File: src/hw/atc_defines.vh
// constants for the acquisition and frame trigger controller
// assumes a 10 MHz pclk and a 32-bit apb register bus
`ifndef ATC_DEFINES_VH
`define ATC_DEFINES_VH
// register byte offsets
`define ATC_OFS_CTRL 8'h00
`define ATC_OFS_CMD 8'h04
`define ATC_OFS_TARGET 8'h08
`define ATC_OFS_REGION 8'h0c
`define ATC_OFS_ACHIEVE 8'h10
`define ATC_OFS_STATUS 8'h14
// control field positions
`define ATC_CTRL_FAST 0
`define ATC_CTRL_UNLIMIT 1
`define ATC_CTRL_ACQ_EN 2
`define ATC_CTRL_ACQ_TRIG 3
`define ATC_CTRL_FRM_TRIG 4
`define ATC_CTRL_TGT_EN 5
`define ATC_CTRL_EDGE 6
`define ATC_CTRL_ORIGIN_LO 8
`define ATC_CTRL_ORIGIN_HI 9
`define ATC_CTRL_MASK 32'h0000037f
// trigger origin and edge codes
`define ATC_ORIGIN_LINE_ONE 2'h0
`define ATC_EDGE_RISING 1'b0
// reset values
`define ATC_CTRL_RST 32'h00000000
`define ATC_TARGET_RST 32'h00000000
`define ATC_REGION_RST 16'h01e0
// timing: line time in cycles per readout speed, plus fixed frame overhead
`define ATC_LINE_NORMAL 8'h14
`define ATC_LINE_FAST 8'h0c
`define ATC_FRAME_OVERHEAD 32'h00000040
`endif

File: src/hw/atc_frame_timer.v
// cycle counter timed from the last frame start
// assumes start pulses come from the trigger controller, one clock
module atc_frame_timer
(
   input wire pclk,
   input wire presetn,
   input wire start,
   output wire [31:0] elapsed
);
   reg [31:0] cnt_r;
   reg [31:0] cnt_nxt;

   // restart on frame start, otherwise count and saturate
   always @*
   begin
      if (start)
         cnt_nxt = 32'h00000001;
      else if (cnt_r != 32'hffffffff)
         cnt_nxt = cnt_r + 32'h00000001;
      else
         cnt_nxt = cnt_r;
   end

   // starts saturated so the first free-run frame goes at once
   always @(posedge pclk or negedge presetn)
   begin
      if (!presetn)
         cnt_r <= 32'hffffffff;
      else
         cnt_r <= cnt_nxt;
   end

   assign elapsed = cnt_r;
endmodule

File: src/hw/atc_trigger_ctrl.v
// acquisition and frame trigger controller with apb register access
// assumes input_line_one is synchronous to pclk; one clock, async reset
//
// How it works
// - two readout speeds, normal after reset
// - fast readout shortens line time, raising the frame rate
// - limit removal shortens line time by a quarter at either speed
// - achievable frame period register follows limit state
// - free run makes all frame starts internally; acquisition start still follows its trigger
// - free run paces at target period unless minimum period is longer
// - target disabled means frames at the minimum period
// - acquisition trigger off means acquisition starts itself
// - frame trigger on starts one exposure per received trigger
// - selected edge on input line one is the frame trigger
// - a triggered frame runs and is handed on as frame_valid
// - frame triggers only taken while waiting for a frame start
//
// register map, one aligned 32-bit word per offset
//    0x00 control word
//       bit 0 fast readout, bit 1 frame-rate limit removed
//       bit 2 acquisition enable, continuous acquisition
//       bit 3 acquisition start trigger enable
//       bit 4 frame start trigger enable
//       bit 5 target frame period enable
//       bit 6 trigger edge, 0 rising, 1 falling
//       bits 9:8 trigger origin, 0 input line one, others never fire
//    0x04 command: bit 0 starts acquisition, reads zero
//    0x08 target frame period in clock cycles
//    0x0c image region height in lines
//    0x10 achievable frame period in clock cycles, read only
//    0x14 status: limit removed, fast readout, acquisition state
//    other offsets: pslverr, writes dropped, reads zero
//
// frame timing
//    minimum period = region height * line time + fixed overhead
//    line time 20 normal, 12 fast, less a quarter with limit removed
//    the frame timer restarts at every frame start
//    a frame runs one minimum period latched at its start
//    free run starts the next frame once the paced period has passed
//
// states
//    wait acquisition: nothing happens until acquisition may start
//    wait frame: the only state in which a frame trigger counts
//    frame: exposure and readout, then frame_valid for one clock
//
// limitations
//    input_line_one must already be synchronous to pclk
//    clearing acquisition enable lets a running frame finish
//
// Local design decisions: the placing of the registers and the APB slave port.
`include "atc_defines.vh"
module atc_trigger_ctrl
(
   input wire pclk,
   input wire presetn,
   input wire psel,
   input wire penable,
   input wire pwrite,
   input wire [7:0] paddr,
   input wire [31:0] pwdata,
   output wire [31:0] prdata,
   output wire pready,
   output wire pslverr,
   input wire input_line_one,
   output wire frame_start,
   output wire frame_active,
   output wire frame_valid,
   output wire readout_fast_active,
   output wire [2:0] acq_state
);
   // one-hot acquisition states
   localparam S_WACQ = 3'b001;
   localparam S_WFRM = 3'b010;
   localparam S_FRAME = 3'b100;

   // register file and apb answer
   reg [31:0] ctrl_r;
   reg [31:0] target_r;
   reg [15:0] region_r;
   reg [31:0] prdata_r;
   reg pslverr_r;
   reg acq_cmd_r;
   reg line_prev_r;

   // acquisition state and per-frame settings
   reg [2:0] state_r;
   reg [2:0] state_nxt;
   reg [31:0] frame_len_r;
   reg fast_r;
   reg unlimit_r;
   reg frame_start_r;
   reg frame_valid_r;

   // combinational helpers
   reg [31:0] rd_mux;
   reg rd_hit;
   reg [7:0] line_cyc;
   reg [23:0] rows_cyc;
   reg [31:0] min_period;
   reg [31:0] eff_period;
   reg start_now;

   // decoded controls, strobes and timer view
   wire [31:0] elapsed;
   wire setup_ph;
   wire access_wr;
   wire cfg_fast;
   wire cfg_unlimit;
   wire acq_en;
   wire acq_trig_en;
   wire frm_trig_en;
   wire tgt_en;
   wire line_hi;
   wire line_edge;
   wire frame_end;
   wire wr_ctrl;
   wire wr_cmd;
   wire wr_target;
   wire wr_region;
   wire origin_ok;
   wire rise_seen;
   wire fall_seen;
   wire acq_go;
   wire pace_due;

   ////////////////////////////////////////////////////////////////////
   // configuration fields
   assign cfg_fast = ctrl_r[`ATC_CTRL_FAST];
   assign cfg_unlimit = ctrl_r[`ATC_CTRL_UNLIMIT];
   assign acq_en = ctrl_r[`ATC_CTRL_ACQ_EN];
   assign acq_trig_en = ctrl_r[`ATC_CTRL_ACQ_TRIG];
   assign frm_trig_en = ctrl_r[`ATC_CTRL_FRM_TRIG];
   assign tgt_en = ctrl_r[`ATC_CTRL_TGT_EN];

   ////////////////////////////////////////////////////////////////////
   // apb slave: zero wait states, data prepared in setup phase
   assign setup_ph = psel & ~penable;
   assign access_wr = psel & penable & pwrite;
   assign pready = 1'b1;
   assign prdata = prdata_r;
   assign pslverr = pslverr_r;

   // one write strobe per writable offset
   assign wr_ctrl = access_wr & (paddr == `ATC_OFS_CTRL);
   assign wr_cmd = access_wr & (paddr == `ATC_OFS_CMD);
   assign wr_target = access_wr & (paddr == `ATC_OFS_TARGET);
   assign wr_region = access_wr & (paddr == `ATC_OFS_REGION);

   // read decode of the register map
   always @*
   begin
      rd_hit = 1'b1;
      rd_mux = 32'h00000000;
      case (paddr)
         `ATC_OFS_CTRL: rd_mux = ctrl_r;
         `ATC_OFS_CMD: rd_mux = 32'h00000000;
         `ATC_OFS_TARGET: rd_mux = target_r;
         `ATC_OFS_REGION: rd_mux = {16'h0000, region_r};
         `ATC_OFS_ACHIEVE: rd_mux = min_period;
         `ATC_OFS_STATUS: rd_mux = {27'h0000000, unlimit_r, fast_r, state_r};
         default: rd_hit = 1'b0;
      endcase
   end

   // read data latched at setup, held through access
   always @(posedge pclk or negedge presetn)
   begin
      if (!presetn)
         prdata_r <= 32'h00000000;
      else if (setup_ph)
         prdata_r <= pwrite ? 32'h00000000 : rd_mux;
   end

   // error flag for unmapped offsets, same timing as read data
   always @(posedge pclk or negedge presetn)
   begin
      if (!presetn)
         pslverr_r <= 1'b0;
      else if (setup_ph)
         pslverr_r <= ~rd_hit;
   end

   // control word, unused bits kept at zero
   always @(posedge pclk or negedge presetn)
   begin
      if (!presetn)
         ctrl_r <= `ATC_CTRL_RST;
      else if (wr_ctrl)
         ctrl_r <= pwdata & `ATC_CTRL_MASK;
   end

   // target frame period in clock cycles
   always @(posedge pclk or negedge presetn)
   begin
      if (!presetn)
         target_r <= `ATC_TARGET_RST;
      else if (wr_target)
         target_r <= pwdata;
   end

   // image region height, low half of the word
   always @(posedge pclk or negedge presetn)
   begin
      if (!presetn)
         region_r <= `ATC_REGION_RST;
      else if (wr_region)
         region_r <= pwdata[15:0];
   end

   // software acquisition start: sticky until consumed, set beats clear
   always @(posedge pclk or negedge presetn)
   begin
      if (!presetn)
         acq_cmd_r <= 1'b0;
      else if (wr_cmd && pwdata[0])
         acq_cmd_r <= 1'b1;
      else if (state_r == S_WACQ && state_nxt == S_WFRM)
         acq_cmd_r <= 1'b0;
   end

   ////////////////////////////////////////////////////////////////////
   // frame period from speed, limit state and region height
   always @*
   begin
      line_cyc = cfg_fast ? `ATC_LINE_FAST : `ATC_LINE_NORMAL;
      if (cfg_unlimit)
         line_cyc = line_cyc - {2'b00, line_cyc[7:2]};
      rows_cyc = {8'h00, region_r} * {16'h0000, line_cyc};
      min_period = {8'h00, rows_cyc} + `ATC_FRAME_OVERHEAD;
      if (tgt_en && target_r > min_period)
         eff_period = target_r;
      else
         eff_period = min_period;
   end

   ////////////////////////////////////////////////////////////////////
   // trigger input edge detection on input line one
   assign line_hi = input_line_one;
   assign origin_ok =
      (ctrl_r[`ATC_CTRL_ORIGIN_HI:`ATC_CTRL_ORIGIN_LO] == `ATC_ORIGIN_LINE_ONE);
   assign rise_seen = line_hi & ~line_prev_r;
   assign fall_seen = ~line_hi & line_prev_r;

   // selected edge, only from input line one
   assign line_edge = origin_ok
      & ((ctrl_r[`ATC_CTRL_EDGE] == `ATC_EDGE_RISING) ? rise_seen : fall_seen);

   always @(posedge pclk or negedge presetn)
   begin
      if (!presetn)
         line_prev_r <= 1'b0;
      else
         line_prev_r <= line_hi;
   end

   ////////////////////////////////////////////////////////////////////
   // frame pacing timer
   atc_frame_timer u_timer
   (
      .pclk(pclk),
      .presetn(presetn),
      .start(start_now),
      .elapsed(elapsed)
   );

   // frame ends once its latched length has run
   assign frame_end = (state_r == S_FRAME) && (elapsed >= frame_len_r);

   // acquisition may start: no trigger needed, or command pending
   assign acq_go = acq_en & (~acq_trig_en | acq_cmd_r);

   // free-run pacing: paced period reached since last start
   assign pace_due = (elapsed >= eff_period);

   ////////////////////////////////////////////////////////////////////
   // acquisition state machine
   always @*
   begin
      state_nxt = state_r;
      start_now = 1'b0;
      case (state_r)
         S_WACQ:
         begin
            if (acq_go)
               state_nxt = S_WFRM;
         end
         S_WFRM:
         begin
            if (!acq_en)
               state_nxt = S_WACQ;
            else if (frm_trig_en)
               start_now = line_edge;
            else
               start_now = pace_due;
            if (start_now)
               state_nxt = S_FRAME;
         end
         S_FRAME:
         begin
            if (frame_end)
               state_nxt = acq_en ? S_WFRM : S_WACQ;
         end
         default:
            state_nxt = S_WACQ;
      endcase
   end

   // acquisition state register
   always @(posedge pclk or negedge presetn)
   begin
      if (!presetn)
         state_r <= S_WACQ;
      else
         state_r <= state_nxt;
   end

   // start and hand-over pulses, one clock each
   always @(posedge pclk or negedge presetn)
   begin
      if (!presetn)
      begin
         frame_start_r <= 1'b0;
         frame_valid_r <= 1'b0;
      end
      else
      begin
         frame_start_r <= start_now;
         frame_valid_r <= frame_end;
      end
   end

   // settings latched at frame start so a running frame never changes
   always @(posedge pclk or negedge presetn)
   begin
      if (!presetn)
      begin
         frame_len_r <= 32'h00000000;
         fast_r <= 1'b0;
         unlimit_r <= 1'b0;
      end
      else if (start_now)
      begin
         frame_len_r <= min_period;
         fast_r <= cfg_fast;
         unlimit_r <= cfg_unlimit;
      end
   end

   ////////////////////////////////////////////////////////////////////
   // outputs
   assign frame_start = frame_start_r;
   assign frame_active = (state_r == S_FRAME);
   assign frame_valid = frame_valid_r;
   assign readout_fast_active = fast_r;
   assign acq_state = state_r;
endmodule

File: config.mk
export PLATFORM = sky130hd
export DESIGN_NAME = atc_trigger_ctrl
export DESIGN_NICKNAME = d
export VERILOG_FILES = /design/src/hw/atc_frame_timer.v /design/src/hw/atc_trigger_ctrl.v
export VERILOG_INCLUDE_DIRS = /design/src /design/src/hw
export SDC_FILE = /design/constraint.sdc
export NUM_CORES = 1
export LEC_CHECK = 0
export BUFFER_PORTS_ARGS = -buffer_cell sky130_fd_sc_hd__clkbuf_2
export CAP_MARGIN = 0
export CORE_MARGIN = 4
export CORE_UTILIZATION = 40
export CTS_CLUSTER_DIAMETER = 40
export DETAILED_ROUTE_END_ITERATION = 16
export GPL_ROUTABILITY_DRIVEN = 1
export PLACE_DENSITY_LB_ADDON = 0.1
export SETUP_SLACK_MARGIN = 0.5
export SLEW_MARGIN = 25
export SYNTH_ARGS = -nofsm -noshare
export SYNTH_HDL_FRONTEND = slang
export SYNTH_SLANG_ARGS = --single-unit
File: constraint.sdc
create_clock -name pclk -period 11.3 [get_ports pclk]
set_input_delay 0.565 -clock pclk [delete_from_list [all_inputs] [get_ports pclk]]
set_output_delay 0.565 -clock pclk [all_outputs]
set_load 0.1 [all_outputs]
==> reports/metrics.yaml, run 1 <==
cts_max_level: 4
cp.arrival_ns: 10.27
multiInputGateArea_sq_um: 7190
maxCapViolations: 0
setup_viol: 0
cp.required_ns: 11.61
synth-async-reset-ratio: 1.00
n_antenna_cell: 0
timing.fmax_mhz: 100
cts_sinks: 153
syn_nets: 1456
grt_pass1_vias: 9135
grt.total_usage: 0.206
total_power_mw: 1.69
routed_wirelength_um: 32800
fin_ws_ns: 1.34
syn2layout_area_growth_pct: 13.0
synth_common_cells: "inv_1 (162), ha_1 (130), dfrtp_1 (116)"
crit_type: "reg -> reg"
hold_viol: 0
synth-edff-count: 0
ctsRootBufferMaster: "clkbuf_16"
worstSkewPairLatency_ns: 0.44
drc: 0
crit_path_start_kind: "register"
synth_cell_types: 72
yosys_most_used_dff: "dfrtp_1"
holdBufCountCts: 0
cts.clk_slew.worst_paths_ns: 0.07
p_leak_nw: 6.42
relSlewSlack: 0.362
fillers: 2803
ant_nets: 0
timing.hold.ws_ns: 0.128
power_density_nw_per_um2: 127
synth_warnings: 0
netlist_instances: 1235
worst_pin_slew_ns: 0.957
seq_area_sq_um: 3870
slowest_stage: "dfrtp_1"
gp_congestion: 0.881
synth.most_common_cell: "inv_1"
yosysTopAreaCell: "dfrtp_1"
wl_per_cell_um: 19.2
synth.top_cell.area_share: 0.246
post_cts_buffers: 0
synth_seq_cells: 153
status: "finished clean"
syn_avg_cell_area_sq_um: 9.56
peakVddDrop_mv: 0.0927
die_x_um: 180
rows: 62
holdCritPathClass: "in -> async"
io_pins: 87
grt_overflow: 0
grt_max_degree: 79
dr.first_iter.drc_count: 530
ys_seq_area_frac: 0.328
cts_tree: "built"
finalMaxSlewViolations: 0
core_area_sq_um: 28900
max_stage_delay_ns: 0.76
final.setup_skew_ns: 0.0156
synthesis.area_sq_um: 11800
nets: 1537
tns_ns: 0
antenna_found_initial: 0
clock_path_buffers: 2
via_count: 9093
endpoint_kind: "register"
synth_area_leaders: "dfrtp_1 (25%), ha_1 (14%), dfstp_2 (8.2%)"
via_per_inst: 5.31
drive_gt1_frac: 0.190
drt_pre_antenna_iters: 4
period_needed_ns: 9.96
hpwlAfterDp_um: 25500
ctsResizeCount: 0
start_util: 0.408
io_buffers: 85
grt_pass1_wl_um: 53300
fp.dieArea_sq_um: 32300
cts_buffers: 17
path_max_fanout: 74
dieHeight_um: 180
dp_slack_ns: 1.15
period_share: 0.882
rsz0062_at_grt: "no"
==> metal layers <==
| metal | share of wire | global-route usage |
|---|---|---|
| met2 | 0.44 | 0.316 |
| met5 | 0 | 0 |
| met4 | 0.017 | 0.0533 |
| met1 | 0.51 | 0.311 |
| met3 | 0.036 | 0.0251 |
==> metrics by stage <==
step | instances | instance area [sq um] | utilization
after detailed placement | 1681 | 12700 | 0.439
after floorplan | 1235 | 11800 | -
final | 1713 | 13300 | 0.461
after global placement | 1681 | 12700 | 0.439
after global routing | 1713 | 13300 | 0.461
after CTS | 1713 | 13300 | 0.460
==> kinds of logic after synthesis <==
logic type / count (synthesis) / synth area share
AOI/OAI and AO/OA: 236 / 0.138
xor gates and xnor gates: 41 / 0.0304
adders and majority gates: 175 / 0.214
buffers and inverters: 200 / 0.0656
DFF: 153 / 0.328
muxes: 80 / 0.0740
other: 1 / 0.000318
and+or+nand+nor: 349 / 0.149
==> cell type report <==
type	instances	area share
multi-input cells	882	0.539
flip-flops and latches	153	0.291
inverters	162	0.0456
repair buffers	100	0.0420
well taps	384	0.0360
clock buffers	17	0.0319
clock inverters	15	0.0147
==> registers in the layout, indices dropped and copies added (netlist names) <==
name and cells:
acq_cmd_r 1, frame_len_r 22, line_prev_r 1, readout_fast_active 1, u_timer.elapsed 32, target_r 32
unlimit_r 1, ctrl_r 9, frame_valid 1, region_r 16, pslverr 1, frame_start 1
acq_state 3, prdata 32
==> critical path, delay by kind of cell, from the launching register on <==
family                   cells  cell delay, ns
AO/OA/AOI/OAI               16            2.96
XOR/XNOR                     1            0.42
adder cells (fa/ha/maj)      7            2.66
buffers and inverters        6            0.76
flip-flops                   1            0.76
multiplexers                 1            0.21
AND/OR/NAND/NOR              7            2.05
==> cell usage in the layout, fill, tap and decap left out, drive strengths merged, types with 20 or more instances in the layout <==
cell and instances:
a21o 20, a21oi 45, a22o 21, and2 61, clkbuf 101, dfrtp 116
dfstp 37, fa 45, ha 130, inv 169, mux2 58, mux2i 22
nand2 91, nand3 24, nor2 81, nor2b 20, o21ai 61, xnor2 25
==> power breakdown <==
group | total (mW) | switching (mW) | internal, mW | leakage [nW]
Sequential | 0.734 | 0.0988 | 0.636 | 1.88
Clock | 0.601 | 0.296 | 0.305 | 0.301
Combinational | 0.352 | 0.193 | 0.159 | 4.24
==> worst paths after layout <==
kind / from / to / slack [ns] / depth (start not counted)
worst max-delay path: ctrl_r[1]$_DFFE_PN0P_ / frame_len_r[11]$_DFFE_PN0P_ / 1.34 / 38
worst min-delay path: presetn / prdata[10]$_DFFE_PN0P_ / 0.13 / 1
worst max register to register: ctrl_r[1]$_DFFE_PN0P_ / frame_len_r[11]$_DFFE_PN0P_ / 1.34 / 38
worst min register to register: prdata[7]$_DFFE_PN0P_ / prdata[7]$_DFFE_PN0P_ / 0.48 / 2
max in group asynchronous: presetn / frame_valid$_DFF_PN0_ / 10.01 / 2
min in group pclk: input_line_one / line_prev_r$_DFF_PN0_ / 0.27 / 1
(Power assumes the default switching activity.)
==> inputs of run 2 (changes only) <==
--- a/config.mk
+++ b/config.mk
@@ -6,6 +6,7 @@
 export SDC_FILE = /design/constraint.sdc
 export NUM_CORES = 1
 export LEC_CHECK = 0
+export ABC_AREA = 1
 export BUFFER_PORTS_ARGS = -buffer_cell sky130_fd_sc_hd__clkbuf_2
 export CAP_MARGIN = 0
 export CORE_MARGIN = 4
@@ -14,6 +15,7 @@
 export DETAILED_ROUTE_END_ITERATION = 16
 export GPL_ROUTABILITY_DRIVEN = 1
 export PLACE_DENSITY_LB_ADDON = 0.1
+export REMOVE_ABC_BUFFERS = 1
 export SETUP_SLACK_MARGIN = 0.5
 export SLEW_MARGIN = 25
 export SYNTH_ARGS = -nofsm -noshare
==> run 2 against run 1 <==
Net effect: clock power up 4.0%; largest power group is now clock; first-iteration DRC count up 31%; count of clock-buffer cells in the layout up 1; sequential power down 24%; via count up 15%; setup slack better by 0.53 ns; critical endpoint is now frame_len_r[15]$_DFFE_PN0P_; sequential share of layout area down 0.58 points; global-route usage up 1.1 points.
==> reports/metrics.yaml, run 2 <==
synth_cell_types: 57  # was 72
fillers: 3072  # was 2803
seqPwrFrac: 0.441  # was 0.435
cts.clk_slew.worst_paths_ns: 0.07  # about the same
p_sw_frac: 0.259  # was 0.348
hpwlAfterDp_um: 27600  # was 25500 um
drive_gt1_frac: 0.114  # was 0.190
post_cts_buffers: 0  # unchanged
rows: 63  # was 62
synth_common_cells: "nand2_1 (351), inv_1 (319), nor2_1 (134)"  # was inv_1 (162), ha_1 (130), dfrtp_1 (116)
cts_buffers: 17  # unchanged
max_stage_delay_ns: 0.72  # was 0.76 ns
io_buffers: 85  # unchanged
finalMaxSlewViolations: 0  # unchanged
status: "finished clean"  # unchanged
multiInputGateArea_sq_um: 6880  # was 7190 sq um
cts_sinks: 153  # unchanged
nets: 1883  # was 1537
io_pins: 87  # unchanged
dp_cells: 2032  # was 1681
gp_congestion: 0.889  # was 0.881
peakVddDrop_mv: 0.0972  # was 0.0927 mV
seq_area_sq_um: 3870  # unchanged
netlist_instances: 1593  # was 1235
routed_wirelength_um: 34800  # was 32800 um
dp_slack_ns: 1.75  # was 1.15 ns
cp.arrival_ns: 9.74  # was 10.27 ns
tns_ns: 0  # unchanged
p_sw_uw: 328  # was 588 uW
syn_avg_cell_area_sq_um: 7.64  # was 9.56 sq um
grt_pass1_wl_um: 57600  # was 53300 um
syn2layout_area_growth_pct: 11.8  # was 13.0%
timing.fmax_mhz: 106  # was 100 MHz
period_needed_ns: 9.44  # was 9.96 ns
worstSkewPairLatency_ns: 0.45  # was 0.44 ns
yosysTopAreaCell: "dfrtp_1"  # unchanged
holdCritPathClass: "in -> async"  # unchanged
layout_common_cells: "nand2_1 (349), inv_1 (319), nor2_1 (134), ha_1 (130), dfrtp_1 (116)"  # was inv_1 (162), ha_1 (130), dfrtp_1 (116), nand2_1 (91), clkbuf_2 (84)
via_count: 10500  # was 9093
fin_ws_ns: 1.86  # was 1.34 ns
cp.required_ns: 11.60  # was 11.61 ns
critPathMostFrequentCell: "nand2_1"
fp.dieArea_sq_um: 33300  # was 32300 sq um
grt_pass1_vias: 10600  # was 9135
start_util: 0.408  # about the same
ys_seq_area_frac: 0.318  # was 0.328
power_density_nw_per_um2: 92.9  # was 127 nW/um^2
maxCapViolations: 0  # unchanged
rsz0062_at_grt: "no"  # unchanged
die_x_um: 182  # was 180 um
synth_seq_cells: 153  # unchanged
ctsResizeCount: 0  # unchanged
stdcell_count: 2065  # was 1713
synth.most_common_cell: "nand2_1"  # was inv_1
p_leak_nw: 7.07  # was 6.42 nW
antenna_found_initial: 0  # unchanged
holdBufCountCts: 0  # unchanged
crit_path_start_kind: "register"  # unchanged
drt_pre_antenna_iters: 5  # was 4
critPathTopFamily: "simple AND/OR/NAND/NOR gates"  # was compound AO/OA/AOI/OAI gates
power_frac_comb: 0.065  # was 0.208
synth-async-reset-ratio: 1.00  # unchanged
grt_max_degree: 85  # was 79
hold_viol: 0  # unchanged
power_frac_clock: 0.494  # was 0.356
relSlewSlack: 0.456  # was 0.362
wl_per_cell_um: 16.8  # was 19.2 um
final_common_cell: "nand2_1"  # was inv_1
via_per_inst: 5.08  # was 5.31
fin_util: 0.457  # was 0.461
synth-edff-count: 0  # unchanged
yosys_most_used_dff: "dfrtp_1"  # unchanged
synthesis.area_sq_um: 12200  # was 11800 sq um
synth_area_leaders: "dfrtp_1 (24%), ha_1 (13%), nand2_1 (11%)"  # was dfrtp_1 (25%), ha_1 (14%), dfstp_2 (8.2%)
setup_viol: 0  # unchanged
slowest_stage: "dfrtp_1"  # unchanged
cts_max_level: 4  # unchanged
synth.top_cell.area_share: 0.238  # was 0.246
endpoint_kind: "register"  # unchanged
synth_warnings: 0  # unchanged
cts_tree: "built"  # unchanged
core_area_sq_um: 29800  # was 28900 sq um
final.setup_skew_ns: 0.0114  # was 0.0156 ns
grt.total_usage: 0.217  # was 0.206
drc: 0  # unchanged
final_area_sq_um: 13600  # was 13300 sq um
path_max_fanout: 64  # was 74
clock_path_buffers: 2  # unchanged
dr.first_iter.drc_count: 695  # was 530
placed_area_sq_um: 13000  # was 12700 sq um
n_antenna_cell: 0  # unchanged
dieHeight_um: 182  # was 180 um
crit_type: "reg -> reg"  # unchanged
ant_nets: 0  # unchanged
period_share: 0.835  # was 0.882
grt_overflow: 0  # unchanged
ctsRootBufferMaster: "clkbuf_16"  # unchanged
path_buf_inv: 6  # unchanged
worst_pin_slew_ns: 0.815  # was 0.957 ns
internal_power_uw: 936  # was 1.10 mW
==> run 2: changes by cell type after synthesis, moves of 20 or more <==
cell,previous run,this run
nor2b_1,20,0
mux2i_1,22,0
and2_1,61,2
nor3_1,10,32
nand2_1,91,351
nand3_1,22,51
o21ai_0,58,95
inv_1,162,319
nor2_1,81,134
mux2_2,58,3
a21oi_1,45,65
==> run 2: kinds of logic (layout without fill, tap and decap cells) <==
logic type,Yosys count,in the layout,synth area share
AOI/OAI and AO/OA,243,243,0.118
xor gates and xnor gates,32,32,0.0230
adders and majority gates,175,175,0.208
buffers and inverters,368,450,0.117
DFF,153,153,0.318
muxes,3,3,0.00278
other,1,1,0.000308
and+or+nand+nor,618,618,0.213
==> run 2: final timing paths <==
check / from / endpoint / slack (ns) / cells past startpoint
setup reg to reg: ctrl_r[0]$_DFFE_PN0P_ / frame_len_r[15]$_DFFE_PN0P_ / 1.86 / 38
max in group asynchronous: presetn / u_timer.elapsed[28]$_DFFE_PN1P_ / 9.93 / 3
min in group pclk: input_line_one / line_prev_r$_DFF_PN0_ / 0.28 / 1
setup / recovery: ctrl_r[0]$_DFFE_PN0P_ / frame_len_r[15]$_DFFE_PN0P_ / 1.86 / 38
hold reg to reg: prdata[6]$_DFFE_PN0P_ / prdata[6]$_DFFE_PN0P_ / 0.49 / 2
hold / removal: presetn / frame_valid$_DFF_PN0_ / 0.18 / 1
==> run 2: power groups by stage <==
stage | registers (mW) | logic (mW) | clock network [mW]
global route | 0.557 | 0.0950 | 0.665
detailed placement | 0.567 | 0.0821 | 0
CTS | 0.557 | 0.0825 | 0.639
floorplan | 0.570 | 0.0394 | 0
global placement | 0.567 | 0.0812 | 0
finish | 0.557 | 0.0822 | 0.625
==> run 2: layer usage <==
metal	up-vias	routed length [um]	GRT usage
met1	5027	16300	0.298
met4	0	531	0.0534
met2	216	16600	0.362
met5	-	0	0
li1	5220	-	-
met3	32	1420	0.0323
==> run 2: layout make-up <==
class | count | share of cell area
Multi-Input combinational cell | 1072 | 0.506
Sequential cell | 153 | 0.285
Inverter | 324 | 0.0894
Timing Repair Buffer | 94 | 0.0382
Tap cell | 390 | 0.0359
Clock buffer | 18 | 0.0323
Clock inverter | 14 | 0.0137
==> run 2: through the flow <==
stage / power [mW] / hold WS [ns]
2_1_floorplan: 0.609 / 0.269
3_3_place_gp: 0.648 / 0.466
3_5_place_dp: 0.649 / 0.473
4_1_cts: 1.28 / 0.216
5_1_grt: 1.32 / 0.233
6_report: 1.26 / 0.179
==> inputs of run 3 (changes only) <==
==> constraint.sdc (replaced) <==
create_clock -name pclk -period 7.86 [get_ports pclk]
set_input_delay 0.393 -clock pclk [delete_from_list [all_inputs] [get_ports pclk]]
set_output_delay 0.393 -clock pclk [all_outputs]
set_load 0.1 [all_outputs]
==> run 3 against run 2 <==
Net effect: sequential share of layout area shrank 3.4 points; fmax grew 26%; final cell count grew 4.1%; wire length grew 5.6%; largest cell class unchanged; final area grew 14%; flip-flop and latch count is the same; register-to-register slack lost 1.5 ns; clock skew shrank 0.00067 ns; first-iteration DRC count shrank 22%; critical path depth grew 5; setup slack lost 1.5 ns.
==> reports/metrics.yaml, run 3 (synthesized netlist as in run 2, its figures left out) <==
p_leak_nw: 7.59  # was 7.07 nW
routed_wirelength_um: 36700  # was 34800 um
critPathLaunch: "ctrl_r[1]$_DFFE_PN0P_"  # was ctrl_r[0]$_DFFE_PN0P_
worstSkewPairLatency_ns: 0.45  # about the same
wl_per_cell_um: 17.1  # was 16.8 um
io_pins: 87  # unchanged
drive_gt1_frac: 0.255  # was 0.114
antenna_found_initial: 0  # unchanged
worst_pin_slew_ns: 0.819  # was 0.815 ns
power_frac_clock: 0.475  # was 0.494
dp_slack_ns: -0.144  # was 1.75 ns
clock_path_buffers: 2  # unchanged
core_area_sq_um: 29800  # unchanged
peakVddDrop_mv: 0.148  # was 0.0972 mV
period_share: 0.951  # was 0.835
p_sw_uw: 471  # was 328 uW
hold_viol: 0  # unchanged
seqPwrFrac: 0.443  # was 0.441
timing.hold.ws_ns: 0.123  # was 0.179 ns
relSlewSlack: 0.450  # was 0.456
final.setup_skew_ns: 0.0107  # was 0.0114 ns
fin_util: 0.518  # was 0.457
cts_sinks: 153  # unchanged
holdCritPathClass: "in -> reg"  # was in -> async
grt_max_degree: 55  # was 85
critPathMostFrequentCell: "nand2_4"  # was nand2_1
rsz0062_at_grt: "yes"  # was no
reg2reg_from: "ctrl_r[1]$_DFFE_PN0P_"  # was ctrl_r[0]$_DFFE_PN0P_
io_buffers: 85  # unchanged
cp.arrival_ns: 7.79  # was 9.74 ns
rrSetupSlack_ns: 0.39  # was 1.86 ns
cts_max_level: 4  # unchanged
setup_viol: 0  # unchanged
gp_congestion: 0.886  # was 0.889
tns_ns: 0  # unchanged
ant_nets: 0  # unchanged
cp.required_ns: 8.18  # was 11.60 ns
via_count: 11000  # was 10500
maxCapViolations: 0  # unchanged
cts.clk_slew.worst_paths_ns: 0.07  # about the same
slowest_stage: "or4_4"  # was dfrtp_1
grt_pass1_vias: 10800  # was 10600
crit_type: "reg -> reg"  # unchanged
rows: 63  # unchanged
cts_tree: "built"  # unchanged
power_density_nw_per_um2: 117  # was 92.9 nW/um^2
grt_pass1_wl_um: 57000  # was 57600 um
cts_buffers: 17  # unchanged
fin_ws_ns: 0.388  # was 1.86 ns
dieHeight_um: 182  # unchanged
dr.first_iter.drc_count: 543  # was 695
power_frac_comb: 0.082  # was 0.065
timing.fmax_mhz: 134  # was 106 MHz
endpoint: "frame_len_r[3]$_DFFE_PN0P_"  # was frame_len_r[15]$_DFFE_PN0P_
grt_overflow: 0  # unchanged
syn2layout_area_growth_pct: 26.9  # was 11.8%
period_needed_ns: 7.47  # was 9.44 ns
r2r_cells: 43  # was 38
start_util: 0.408  # unchanged
finalMaxSlewViolations: 0  # unchanged
drt_pre_antenna_iters: 7  # was 5
reg2reg_to: "frame_len_r[3]$_DFFE_PN0P_"  # was frame_len_r[15]$_DFFE_PN0P_
p_sw_frac: 0.261  # was 0.259
hpwlAfterDp_um: 27200  # was 27600 um
endpoint_kind: "register"  # unchanged
crit_path_start_kind: "register"  # unchanged
drc: 0  # unchanged
n_antenna_cell: 0  # unchanged
layout_common_cells: "inv_1 (303), nand2_1 (275), nor2_1 (121), dfrtp_1 (114), ha_1 (101)"  # was nand2_1 (349), inv_1 (319), nor2_1 (134), ha_1 (130), dfrtp_1 (116)
fp.dieArea_sq_um: 33300  # unchanged
final_common_cell: "inv_1"  # was nand2_1
die_x_um: 182  # unchanged
grt.total_usage: 0.214  # was 0.217
ctsRootBufferMaster: "clkbuf_16"  # unchanged
status: "finished clean"  # unchanged
via_per_inst: 5.11  # was 5.08
max_stage_delay_ns: 0.55  # was 0.72 ns
path_max_fanout: 15  # was 64
internal_power_mw: 1.34  # was 936 uW
nets: 1968  # was 1883
run 3: cell count changes in the layout (fill, tap and decap cells not counted), moves of 11 or more:
cell,before,now
inv_2,3,16
ha_4,0,28
nand2_2,8,60
o21ai_0,95,78
inv_1,319,303
o21ai_1,6,17
buf_6,1,16
nor2_2,3,14
nand2_1,349,275
nor2_1,134,121
nand2_4,2,23
ha_1,130,101
buf_4,8,61
run 3: worst min path at each step:
stage / startpoint / to / slack, ns / depth (start not counted)
finish: input_line_one / line_prev_r$_DFF_PN0_ / 0.12 / 1
global route: input_line_one / line_prev_r$_DFF_PN0_ / 0.11 / 1
CTS: input_line_one / line_prev_r$_DFF_PN0_ / 0.11 / 1
detailed placement: presetn / frame_len_r[2]$_DFFE_PN0P_ / 0.37 / 1
global placement: presetn / frame_len_r[3]$_DFFE_PN0P_ / 0.36 / 1
floorplan: presetn / acq_cmd_r$_DFFE_PN0P_ / 0.1 / 0
run 3: final cells by class:
| cell class | count | area, sq um |
|---|---|---|
| Sequential cell | 153 | 3880 |
| Clock inverter | 11 | 136 |
| Multi-Input combinational cell | 1072 | 7830 |
| Tap cell | 390 | 488 |
| Timing Repair inverter | 2 | 16.3 |
| Clock buffer | 21 | 460 |
| Inverter | 324 | 1240 |
| Timing Repair Buffer | 177 | 1400 |
| Fill cell | 2941 | 14400 |
run 3: power groups by stage:
stage / sequential (mW) / clock, mW / combinational, mW
after floorplan: 0.819 / 0 / 0.0566
after global placement: 0.814 / 0 / 0.124
after detailed placement: 0.814 / 0 / 0.126
after CTS: 0.800 / 0.874 / 0.135
after global routing: 0.800 / 0.910 / 0.166
final: 0.800 / 0.859 / 0.148
run 3: through the flow:
step | instances | power, mW | area, sq um
after floorplan | 1549 | 0.876 | 12000
after global placement | 2076 | 0.938 | 13400
after detailed placement | 2076 | 0.939 | 13400
after CTS | 2132 | 1.81 | 14400
after global routing | 2150 | 1.88 | 15400
final | 2150 | 1.81 | 15400
run 3: worst max-delay path, delay by kind of cell, from the launching register on:
| kind | cells | cell delay (ns) |
|---|---|---|
| xor+xnor | 1 | 0.15 |
| compound gates | 3 | 0.33 |
| flops | 1 | 0.46 |
| fa+ha+maj | 7 | 2.19 |
| buf+inv | 11 | 1.24 |
| simple gates | 21 | 2.92 |
run 3: timing repair:
action / 4_1_cts / 5_1_grt
hold endpoints to repair: 16 / 0
resized for setup: 48 / 207
cloned: 2 / 9
setup endpoints to repair: 59 / 59
pin swaps: 9 / 39
hold buffers: 1 / 0
buffers inserted: 21 / 9
run 3: routing by layer:
metal / vias to the layer above / track usage / part of all wire
li1: 5402 / - / -
met1: 5358 / 0.286 / 0.45
met2: 180 / 0.362 / 0.49
met3: 41 / 0.0309 / 0.030
met4: 0 / 0.0630 / 0.022
met5: - / 0 / 0
